==> src/hw/rss_pkg.sv <==
// Package of constants for the reset and start-up sequencer
package rss_pkg;

   // ****************************************
   // Timing
   // ****************************************
   localparam int unsigned CLK_PERIOD_NS     = 10;
   localparam int unsigned PWRUP_DELAY_MS    = 64;
   localparam int unsigned PWRUP_DELAY_CYC   =
      (PWRUP_DELAY_MS * 1000000) / CLK_PERIOD_NS;
   localparam int unsigned MASTER_CLEAR_PIN_EXEC_CYC     = 10;

   // ****************************************
   // Status register fields and reset values
   // ****************************************
   localparam int unsigned STAT_W            = 2;
   localparam int unsigned STAT_OVF_BIT      = 1;
   localparam int unsigned STAT_UNF_BIT      = 0;
   localparam logic [1:0]  STAT_RESET_VAL    = 2'h0;

   // ****************************************
   // Sequencer states
   // ****************************************
   typedef enum logic [4:0] {
      RSS_POWER_HOLD = 5'h01,
      RSS_PWRUP_WAIT = 5'h02,
      RSS_OSC_WAIT   = 5'h04,
      RSS_MASTER_CLEAR_PIN_WAIT  = 5'h08,
      RSS_RUN        = 5'h10
   } rss_state_t;

endpackage

==> src/hw/rss_reset_startup_sequencer.sv <==
// Reset and start-up sequencer that holds the core until release
//
// Functional notes
// RULE1 - Stack fault causes device reset when enabled
// RULE2 - Overflow and underflow latched in separate flags
// RULE3 - Stack faults ignored while enable bit clear
// RULE4 - Programming mode exit behaves like power-on
// RULE5 - Self-programming and erase never reset device
// RULE6 - Power-up delay lasts 64 ms nominal
// RULE7 - Core held in reset during power-up delay
// RULE8 - Delay enabled when active-low enable clear
// RULE9 - Delay starts after power-on and brownout release
// RULE10 - Wait delay, oscillator start-up, master-clear release
// RULE11 - Timers run regardless of master-clear level
// RULE12 - Execution starts 10 cycles after master-clear rises
// RULE13 - Oscillator ready input from clock block
`timescale 1ns/1ns
`default_nettype none

module rss_reset_startup_sequencer #(
   parameter int unsigned PWRUP_CYC = rss_pkg::PWRUP_DELAY_CYC,
   parameter int unsigned EXEC_CYC  = rss_pkg::MASTER_CLEAR_PIN_EXEC_CYC
) (
   // Clock and synchronous reset
   input  wire logic       core_clk,
   input  wire logic       rst_n,
   // Power supervisors, high while condition holds
   input  wire logic       power_on_reset,
   input  wire logic       brownout_reset,
   // External reset pin and its enable
   input  wire logic       master_clear_pin,
   input  wire logic       master_clear_enable,
   // Programming mode, high while in serial programming
   input  wire logic       serial_programming_mode,
   // Core stack fault events, one-cycle pulses
   input  wire logic       stack_overflow_event,
   input  wire logic       stack_underflow_event,
   // Configuration
   input  wire logic       stack_fault_reset_enable,
   input  wire logic       power_up_delay_enable_n,
   // Clock block start-up status
   input  wire logic       osc_startup_done,
   // Status flag clear from software, one-cycle pulses
   input  wire logic       clear_overflow_flag,
   input  wire logic       clear_underflow_flag,
   // Outputs
   output logic            core_reset_n,
   output logic            stack_overflow_flag,
   output logic            stack_underflow_flag,
   output logic [rss_pkg::STAT_W-1:0] power_control_status_reg
);

   // ****************************************
   // Counter sizing
   // ****************************************
   localparam int unsigned PW = $clog2(PWRUP_CYC + 1);
   localparam int unsigned EW = $clog2(EXEC_CYC + 1);
   localparam logic [PW-1:0] PWRUP_LAST = PW'(PWRUP_CYC - 1);
   localparam logic [EW-1:0] EXEC_LAST  = EW'(EXEC_CYC - 1);

   // ****************************************
   // State
   // ****************************************
   rss_pkg::rss_state_t state;
   rss_pkg::rss_state_t next_state;
   logic [PW-1:0]       pwrup_cnt;
   logic [EW-1:0]       exec_cnt;
   logic                pwrup_done;
   logic                exec_done;

   // ****************************************
   // Reset source decode
   // ****************************************
   wire stack_fault_hit = stack_fault_reset_enable &        // RULE3
      (stack_overflow_event | stack_underflow_event);       // RULE1
   // Cold sources restart the whole sequence; note that
   // self-programming has no input here so cannot reset
   wire cold_hold = power_on_reset | brownout_reset       // RULE9
      | serial_programming_mode;                            // RULE4 RULE5
   wire master_clear_pin_low = master_clear_enable & ~master_clear_pin;
   wire pwrup_on = ~power_up_delay_enable_n;                // RULE8
   wire pwrup_ok = ~pwrup_on | pwrup_done;
   wire osc_ok   = osc_startup_done;                        // RULE13
   wire timers_ok = pwrup_ok & osc_ok;                      // RULE10
   wire next_ovf = ~stack_overflow_flag & clear_overflow_flag ? 1'b0 :
      stack_overflow_flag & ~clear_overflow_flag;
   wire set_ovf  = stack_fault_reset_enable & stack_overflow_event;
   wire set_unf  = stack_fault_reset_enable & stack_underflow_event;

   // ****************************************
   // Sequencer next state
   // ****************************************
   always_comb begin
      next_state = state;
      case (state)
         rss_pkg::RSS_POWER_HOLD: begin
            next_state = rss_pkg::RSS_PWRUP_WAIT;           // RULE9
         end
         rss_pkg::RSS_PWRUP_WAIT: begin
            if (pwrup_ok) begin                             // RULE7
               next_state = rss_pkg::RSS_OSC_WAIT;
            end
         end
         rss_pkg::RSS_OSC_WAIT: begin
            if (osc_ok) begin                               // RULE10
               next_state = rss_pkg::RSS_MASTER_CLEAR_PIN_WAIT;
            end
         end
         rss_pkg::RSS_MASTER_CLEAR_PIN_WAIT: begin
            if (exec_done) begin                            // RULE12
               next_state = rss_pkg::RSS_RUN;
            end
         end
         rss_pkg::RSS_RUN: begin
            if (master_clear_pin_low | stack_fault_hit) begin           // RULE1
               next_state = rss_pkg::RSS_MASTER_CLEAR_PIN_WAIT;
            end
         end
         default: begin
            next_state = rss_pkg::RSS_POWER_HOLD;
         end
      endcase
      if (cold_hold) begin
         next_state = rss_pkg::RSS_POWER_HOLD;              // RULE4
      end
   end

   always_ff @(posedge core_clk) begin
      if (!rst_n) begin
         state <= rss_pkg::RSS_POWER_HOLD;
      end else begin
         state <= next_state;
      end
   end

   // ****************************************
   // Power-up delay timer
   // ****************************************
   // Counts independently of master-clear once power is good
   always_ff @(posedge core_clk) begin
      if (!rst_n || cold_hold) begin
         pwrup_cnt  <= '0;
         pwrup_done <= 1'b0;
      end else if (pwrup_on && !pwrup_done &&
                   state != rss_pkg::RSS_POWER_HOLD) begin // RULE11
         pwrup_cnt  <= pwrup_cnt + PW'(1);
         pwrup_done <= (pwrup_cnt == PWRUP_LAST);           // RULE6
      end
   end

   // ****************************************
   // Master-clear to execution delay
   // ****************************************
   // Restarts on a low master-clear while enabled or a stack fault; counts only once
   // both start-up timers have expired
   always_ff @(posedge core_clk) begin
      if (!rst_n || cold_hold || master_clear_pin_low || stack_fault_hit ||
          state != rss_pkg::RSS_MASTER_CLEAR_PIN_WAIT || !timers_ok) begin
         exec_cnt  <= '0;
         exec_done <= 1'b0;
      end else if (!exec_done) begin
         exec_cnt  <= exec_cnt + EW'(1);
         exec_done <= (exec_cnt == EXEC_LAST);              // RULE12
      end
   end

   // ****************************************
   // Core reset output
   // ****************************************
   always_ff @(posedge core_clk) begin
      if (!rst_n) begin
         core_reset_n <= 1'b0;
      end else begin
         core_reset_n <= (next_state == rss_pkg::RSS_RUN);  // RULE7
      end
   end

   // ****************************************
   // Stack fault status flags
   // ****************************************
   // Set wins over a clear in the same cycle
   always_ff @(posedge core_clk) begin
      if (!rst_n) begin
         stack_overflow_flag  <= 1'b0;
         stack_underflow_flag <= 1'b0;
         power_control_status_reg <= rss_pkg::STAT_RESET_VAL;
      end else begin
         stack_overflow_flag  <= set_ovf |
            (stack_overflow_flag & ~clear_overflow_flag);   // RULE2
         stack_underflow_flag <= set_unf |
            (stack_underflow_flag & ~clear_underflow_flag); // RULE2
         power_control_status_reg[rss_pkg::STAT_OVF_BIT] <= set_ovf |
            (stack_overflow_flag & ~clear_overflow_flag);
         power_control_status_reg[rss_pkg::STAT_UNF_BIT] <= set_unf |
            (stack_underflow_flag & ~clear_underflow_flag);
      end
   end

   // Spare decode kept out of use
   wire unused_ok = next_ovf;

endmodule

`default_nettype wire

==> config.mk <==
export PLATFORM = sky130hd
export DESIGN_NAME = rss_reset_startup_sequencer
export DESIGN_NICKNAME = d
export VERILOG_FILES = /design/src/hw/rss_pkg.sv /design/src/hw/rss_reset_startup_sequencer.sv
export SDC_FILE = /design/constraint.sdc
export NUM_CORES = 1
export LEC_CHECK = 0
export BUFFER_PORTS_ARGS = -buffer_cell sky130_fd_sc_hd__buf_2
export CAP_MARGIN = 30
export CORE_MARGIN = 2
export CORE_UTILIZATION = 63
export DETAILED_ROUTE_END_ITERATION = 8
export PLACE_DENSITY = 0.84
export REMOVE_ABC_BUFFERS = 1
export SYNTH_ARGS = -nofsm -noshare
export SYNTH_HDL_FRONTEND = slang
export SYNTH_SLANG_ARGS = --single-unit
==> constraint.sdc <==
create_clock -name core_clk -period 5 [get_ports core_clk]
set_input_delay 1.25 -clock core_clk [delete_from_list [all_inputs] [get_ports core_clk]]
set_output_delay 1.25 -clock core_clk [all_outputs]
set_load 0.005 [all_outputs]
=== After elaboration in Yosys (flattened, before gate mapping) ===
Index checks and enable logic that the tools add are counted.

* Add/sub/neg operators: 2
* Equality and inequality tests: 10
* Multiplexer cells: 7
* Bitwise operators: 18
* Reductions and logical operators: 10

{| class="wikitable"
|+ Operators with widths
! cell !! number
|-
| 2-to-1 mux 5 bit || 5
|-
| one-hot mux 5 bit (5 select lines) || 1
|-
| adder 23 x 1 -> 23 bit (second input constant) || 1
|-
| == test 23 bit (second input constant) || 1
|-
| == test 5 bit (second input constant) || 2
|-
| bitwise AND 1 bit || 7
|-
| OR 1 bit || 7
|-
| == test 5 x 1 -> 1 bit (second input constant) || 1
|-
| == test 5 x 2 -> 1 bit (second input constant) || 1
|-
| == test 5 x 3 -> 1 bit (second input constant) || 1
|-
| == test 5 x 4 -> 1 bit (second input constant) || 1
|-
| logical OR 1 bit || 5
|-
| != test 5 x 1 -> 1 bit (second input constant) || 1
|-
| != test 5 x 4 -> 1 bit (second input constant) || 1
|-
| adder 4 x 1 -> 4 bit (second input constant) || 1
|-
| == test 4 bit (second input constant) || 1
|-
| NOT 1 bit || 4
|-
| zero test 1 bit || 3
|-
| logical AND 1 bit || 2
|-
| 2-to-1 mux 1 bit || 1
|}

* Bits in registers: 39
* Input port bits: 14
* Output and inout port bits: 5
* Word-level logic and storage cells: 56

=== Longest topological paths before layout ===
* Depth in word-level cells: 7
* Mapped depth: 7

=== Least setup slack after synthesis ===
Ideal clock, no wire load.

* Path kind: input-to-reg
* From: input port brownout_reset
* To: register state[3]
* Setup time: 0.086 ns
* Arrival: 2.440 ns
* Slack: 2.475 ns
* Stages: 4
* Cells stage by stage: or4b_2 > buf_6 > a21o_1 > a211oi_1

* Word-level cells in the longest chain between the ends: 3

{| class="wikitable"
|+ Ends and longest elaborated chain
! item !! RTL line !! text
|-
| start: declaration || rss_reset_startup_sequencer.sv:29 || <nowiki>input wire logic brownout_reset,</nowiki>
|-
| OR 1 bit || rss_reset_startup_sequencer.sv:78 || <nowiki>wire cold_hold = power_on_reset | brownout_reset</nowiki>
|-
| OR 1 bit || rss_reset_startup_sequencer.sv:79 || <nowiki>| serial_programming_mode;</nowiki>
|-
| 2-to-1 mux 5 bit || rss_reset_startup_sequencer.sv:123 || <nowiki>if (cold_hold) begin</nowiki>
|-
| end signal: assignment || rss_reset_startup_sequencer.sv:130 || <nowiki>state <= rss_pkg::RSS_POWER_HOLD;</nowiki>
|-
| end signal: assignment || rss_reset_startup_sequencer.sv:132 || <nowiki>state <= next_state;</nowiki>
|-
| end: declaration || rss_reset_startup_sequencer.sv:64 || <nowiki>rss_pkg::rss_state_t state;</nowiki>
|}

No other way between the ends.
A chain may end at the register's enable or synchronous reset.

=== Worst setup path in the final report ===
* From: input port power_up_delay_enable_n
* To: register pwrup_cnt[14]

* Word-level cells in the longest chain between the ends: 3

{| class="wikitable"
|+ Ends and longest elaborated chain
! item !! RTL line !! text
|-
| start: declaration || rss_reset_startup_sequencer.sv:40 || <nowiki>input wire logic power_up_delay_enable_n,</nowiki>
|-
| NOT 1 bit || rss_reset_startup_sequencer.sv:81 || <nowiki>wire pwrup_on = ~power_up_delay_enable_n;</nowiki>
|-
| logical AND 1 bit (2 in a row) || rss_reset_startup_sequencer.sv:144 || <nowiki>end else if (pwrup_on && !pwrup_done &&</nowiki>
|-
| end signal: assignment || rss_reset_startup_sequencer.sv:146 || <nowiki>pwrup_cnt <= pwrup_cnt + PW'(1);</nowiki>
|-
| end: declaration || rss_reset_startup_sequencer.sv:66 || <nowiki>logic [PW-1:0] pwrup_cnt;</nowiki>
|}

No other way between the ends.

==> flow_results.xml <==
<?xml version="1.0" encoding="UTF-8"?>
<metrics>
  <group name="global_routing">
    <metric name="number_of_antenna_violations_at_the_first_check_in_global_routing" unit="">0</metric>
    <metric name="grt.overflow.total" unit="">0</metric>
    <metric name="via_count_of_the_first_global_routing_pass" unit="">1552</metric>
    <metric name="grt_first_pass_wirelength" unit="µm">6550</metric>
    <metric name="track_usage" unit="%">23.8</metric>
    <metric name="grt_start_max_net_pins" unit="">20</metric>
  </group>
  <group name="cells_and_area">
    <metric name="reg_top3" unit="">pwrup_cnt (23), state (5), exec_cnt (4)</metric>
    <metric name="num_antenna_cells" unit="">0</metric>
    <metric name="regMostFlops" unit="">pwrup_cnt</metric>
    <metric name="num-nets-final" unit="">260</metric>
    <metric name="flow.area_growth_from_synthesis" unit="%">5.60</metric>
    <metric name="multi_input_comb_area" unit="µm²">1130</metric>
    <metric name="layout.filler_cells" unit="">263</metric>
    <metric name="largest_register_ffs" unit="">23</metric>
    <metric name="final_cells" unit="">287</metric>
    <metric name="drive_above_1_share" unit="%">14.4</metric>
    <metric name="register_area" unit="µm²">741</metric>
  </group>
  <group name="placed_design">
    <metric name="dp_cells" unit="">280</metric>
    <metric name="routabilityCongestion" unit="">0.827</metric>
    <metric name="dpl_worst_slack" unit="ns">2.09</metric>
    <metric name="io_buffers" unit="">18</metric>
    <metric name="detailed_place_hpwl" unit="µm">2610</metric>
  </group>
  <group name="clocking">
    <metric name="cts.repair_timing.setup_buffer_count" unit="">0</metric>
    <metric name="insertion_delay" unit="ns">0.33</metric>
    <metric name="total_clock_buffers_created_by_cts" unit="">5</metric>
    <metric name="cts_hold_buffers" unit="">0</metric>
    <metric name="cts-resized-gates" unit="">0</metric>
    <metric name="clkTransAtPathRegs" unit="ns">0.10</metric>
    <metric name="cts_num_sinks" unit="">37</metric>
    <metric name="cts-root-to-sink-buffers" unit="">2</metric>
    <metric name="cts_tree" unit="">yes</metric>
    <metric name="ctsRootBufferMaster" unit="">clkbuf_4</metric>
    <metric name="cts-htree-levels" unit="">2</metric>
  </group>
  <group name="synth">
    <metric name="yosys_warnings" unit="">0</metric>
    <metric name="synth-edff-count" unit="">0</metric>
    <metric name="postSynthAreaPerCell" unit="µm²">8.54</metric>
    <metric name="synthesis.area" unit="µm²">1990</metric>
    <metric name="synth-seq-cells" unit="">37</metric>
    <metric name="synth_async_sr_flop_share" unit="%">0</metric>
    <metric name="library_cells_used_by_synthesis" unit="">52</metric>
    <metric name="ys.flop_type" unit="">dfxtp_1</metric>
    <metric name="seq_area_frac_synth" unit="%">37.2</metric>
    <metric name="syn_inst" unit="">233</metric>
  </group>
  <group name="pwr">
    <metric name="sw_frac_of_total" unit="%">22.0</metric>
    <metric name="clockPowerShare" unit="%">33.2</metric>
    <metric name="internal-power" unit="µW">372</metric>
    <metric name="power.share.combinational" unit="%">4.3</metric>
    <metric name="powerDensity" unit="nW/µm²">227</metric>
    <metric name="sequentialPowerShare" unit="%">62.4</metric>
    <metric name="leakage" unit="µW">0.000688</metric>
    <metric name="vdd_drop_max" unit="mV">0.178</metric>
    <metric name="switching_power" unit="µW">105</metric>
  </group>
  <group name="floorplan">
    <metric name="effective_utilization_at_floorplan" unit="%">65.7</metric>
    <metric name="area_of_the_placeable_core" unit="µm²">3030</metric>
    <metric name="number_of_primary_i_o_pins" unit="">19</metric>
    <metric name="die-width" unit="µm">60.2</metric>
    <metric name="floorplan.rows" unit="">20</metric>
    <metric name="floorplan.die_area" unit="µm²">3620</metric>
    <metric name="die_height" unit="µm">60.2</metric>
  </group>
  <group name="job">
    <metric name="max_cap_violations" unit="">0</metric>
  </group>
  <group name="setup_path">
    <metric name="startpoint_type" unit="">input pin</metric>
    <metric name="cp_data_required_time" unit="ns">5.26</metric>
    <metric name="worst-path-max-fanout" unit="">16</metric>
    <metric name="timing_worst_setup_path_type" unit="">input pin to flip-flop</metric>
    <metric name="critical_path_arrival" unit="ns">2.85</metric>
    <metric name="cp-end-kind" unit="">flip-flop</metric>
    <metric name="reg2reg_setup_slack" unit="ns">2.83</metric>
  </group>
  <group name="sta">
    <metric name="timing.setup.tns" unit="ns">0</metric>
    <metric name="skew" unit="ns">0.00415</metric>
    <metric name="timing.final.crit_period" unit="ns">2.59</metric>
    <metric name="grt_setup_unrepaired" unit="">false</metric>
    <metric name="setup_slack" unit="ns">2.41</metric>
    <metric name="final_hold_viol_count" unit="">0</metric>
    <metric name="setup_viol" unit="">0</metric>
    <metric name="worst_pin_slew" unit="ns">0.581</metric>
    <metric name="min_period_over_period" unit="%">51.8</metric>
    <metric name="fmax" unit="MHz">386</metric>
    <metric name="slew-limit-headroom" unit="%">60.7</metric>
    <metric name="slew_viol_final" unit="">0</metric>
  </group>
  <group name="detailed_routing">
    <metric name="routed_vias" unit="">1770</metric>
    <metric name="wirelength" unit="µm">3820</metric>
    <metric name="routed_wire_length_per_instance" unit="µm">13.3</metric>
    <metric name="dr.pass1.iters" unit="">4</metric>
    <metric name="antenna_left" unit="">0</metric>
    <metric name="via_density" unit="">6.17</metric>
    <metric name="first_drt_iteration_drcs" unit="">182</metric>
    <metric name="detail_route.drc_violations" unit="">0</metric>
  </group>
  <group name="status">
    <metric name="outcome" unit="">completed</metric>
  </group>
  <group name="worst_hold_path">
    <metric name="holdCritPathClass" unit="">flip-flop to flip-flop</metric>
  </group>
</metrics>
[per-stage QoR]
| stage | total power [µW] | cell area, µm² | hold WS, ns | utilization (%) |
|---|---|---|---|---|
| after CTS | 481 | 2100 | 0.482 | 69.4 |
| after detailed placement | 325 | 2050 | 0.467 | 67.6 |
| after global placement | 324 | 2050 | 0.458 | 67.6 |
| final | 477 | 2100 | 0.481 | 69.4 |
| after global routing | 494 | 2100 | 0.499 | 69.4 |
| after floorplan | 314 | 1890 | 0.439 | - |
[synth_stat cells, types with 5 or more instances]
| cell | n | area [µm²] |
|---|---|---|
| nand3_1 | 5 | 25.0 |
| nor3_1 | 11 | 55.1 |
| or4_1 | 7 | 52.6 |
| nand4_1 | 8 | 50.1 |
| mux2i_1 | 6 | 60.1 |
| nor2_1 | 14 | 52.6 |
| nand2b_1 | 11 | 68.8 |
| dfxtp_1 | 37 | 741 |
| o31ai_1 | 9 | 67.6 |
| inv_1 | 7 | 26.3 |
| nand2_1 | 14 | 52.6 |
| nor2b_1 | 5 | 31.3 |
| clkbuf_1 | 6 | 22.5 |
| o21ai_0 | 8 | 40.0 |
| or3_1 | 6 | 37.5 |
| a21oi_1 | 16 | 80.1 |
[placed cells by master (no fill, tap or decap), drive strengths merged, types with 2 or more instances in the layout]
| cell type | count |
|---|---|
| dfxtp | 37 |
| buf | 19 |
| a21oi | 16 |
| nor2 | 14 |
| nand2 | 14 |
| nand2b | 11 |
| nor3 | 11 |
| o31ai | 9 |
| o21ai | 9 |
| nand4 | 9 |
| or4 | 8 |
| inv | 7 |
| clkbuf | 7 |
| or3 | 6 |
| mux2i | 6 |
| nor2b | 5 |
| nand3 | 5 |
| xor2 | 4 |
| nor4 | 4 |
| xnor2 | 4 |
| o211ai | 4 |
| a22oi | 3 |
| ha | 3 |
| or2 | 2 |
| and2 | 2 |
| a211oi | 2 |
| a21boi | 2 |
| nor4b | 2 |
| and4 | 2 |
| and3 | 2 |
[routing by layer]
layer	part of all wire, %	GRT usage (%)	up-vias
met1	48	30.1	819
met5	0	0	-
met4	1.7	10.8	0
li1	-	-	886
met2	46	37.7	58
met3	4.7	6.28	7
[worst max-delay path, cell delays in order]
cell and delay (ns):
buf_2 0.11, nor4bb_1 0.53, o21ai_2 0.32, or4_1 0.48
a21oi_1 0.16
[logic make-up (layout without fill, tap and decap cells)]
kind of cell | after synthesis | count (layout) | share of synthesized area [%]
compound gates | 54 | 54 | 18.1
xor+xnor | 8 | 8 | 3.52
fa+ha+maj | 3 | 3 | 1.89
buf+inv | 23 | 33 | 6.48
flops | 37 | 37 | 37.2
mux | 6 | 6 | 3.02
simple gates | 102 | 102 | 29.7
[layout make-up]
type	instances	area share (%)
inverters	7	1.25
flip-flops and latches	37	35.3
clock buffers	7	2.62
repair buffers	19	4.65
multi-input cells	173	53.6
well taps	44	2.62
[worst paths after layout]
kind                           startpoint            end  cells after the start
setup reg to reg             pwrup_cnt[0]  pwrup_cnt[14]                      5
hold / removal              pwrup_cnt[22]  pwrup_cnt[22]                      2
setup / recovery  power_up_delay_enable_n  pwrup_cnt[14]                      5
hold reg to reg             pwrup_cnt[22]  pwrup_cnt[22]                      2
[power groups by stage]
| stage | Sequential [µW] | Clock, µW | Combinational, µW |
|---|---|---|---|
| after global placement | 304 | 0 | 19.9 |
| after detailed placement | 304 | 0 | 20.6 |
| after floorplan | 304 | 0 | 9.82 |
| after CTS | 298 | 163 | 20.7 |
| after global routing | 298 | 173 | 22.8 |
| final | 298 | 158 | 20.6 |
No activity file was read; power rests on OpenSTA's default activity.
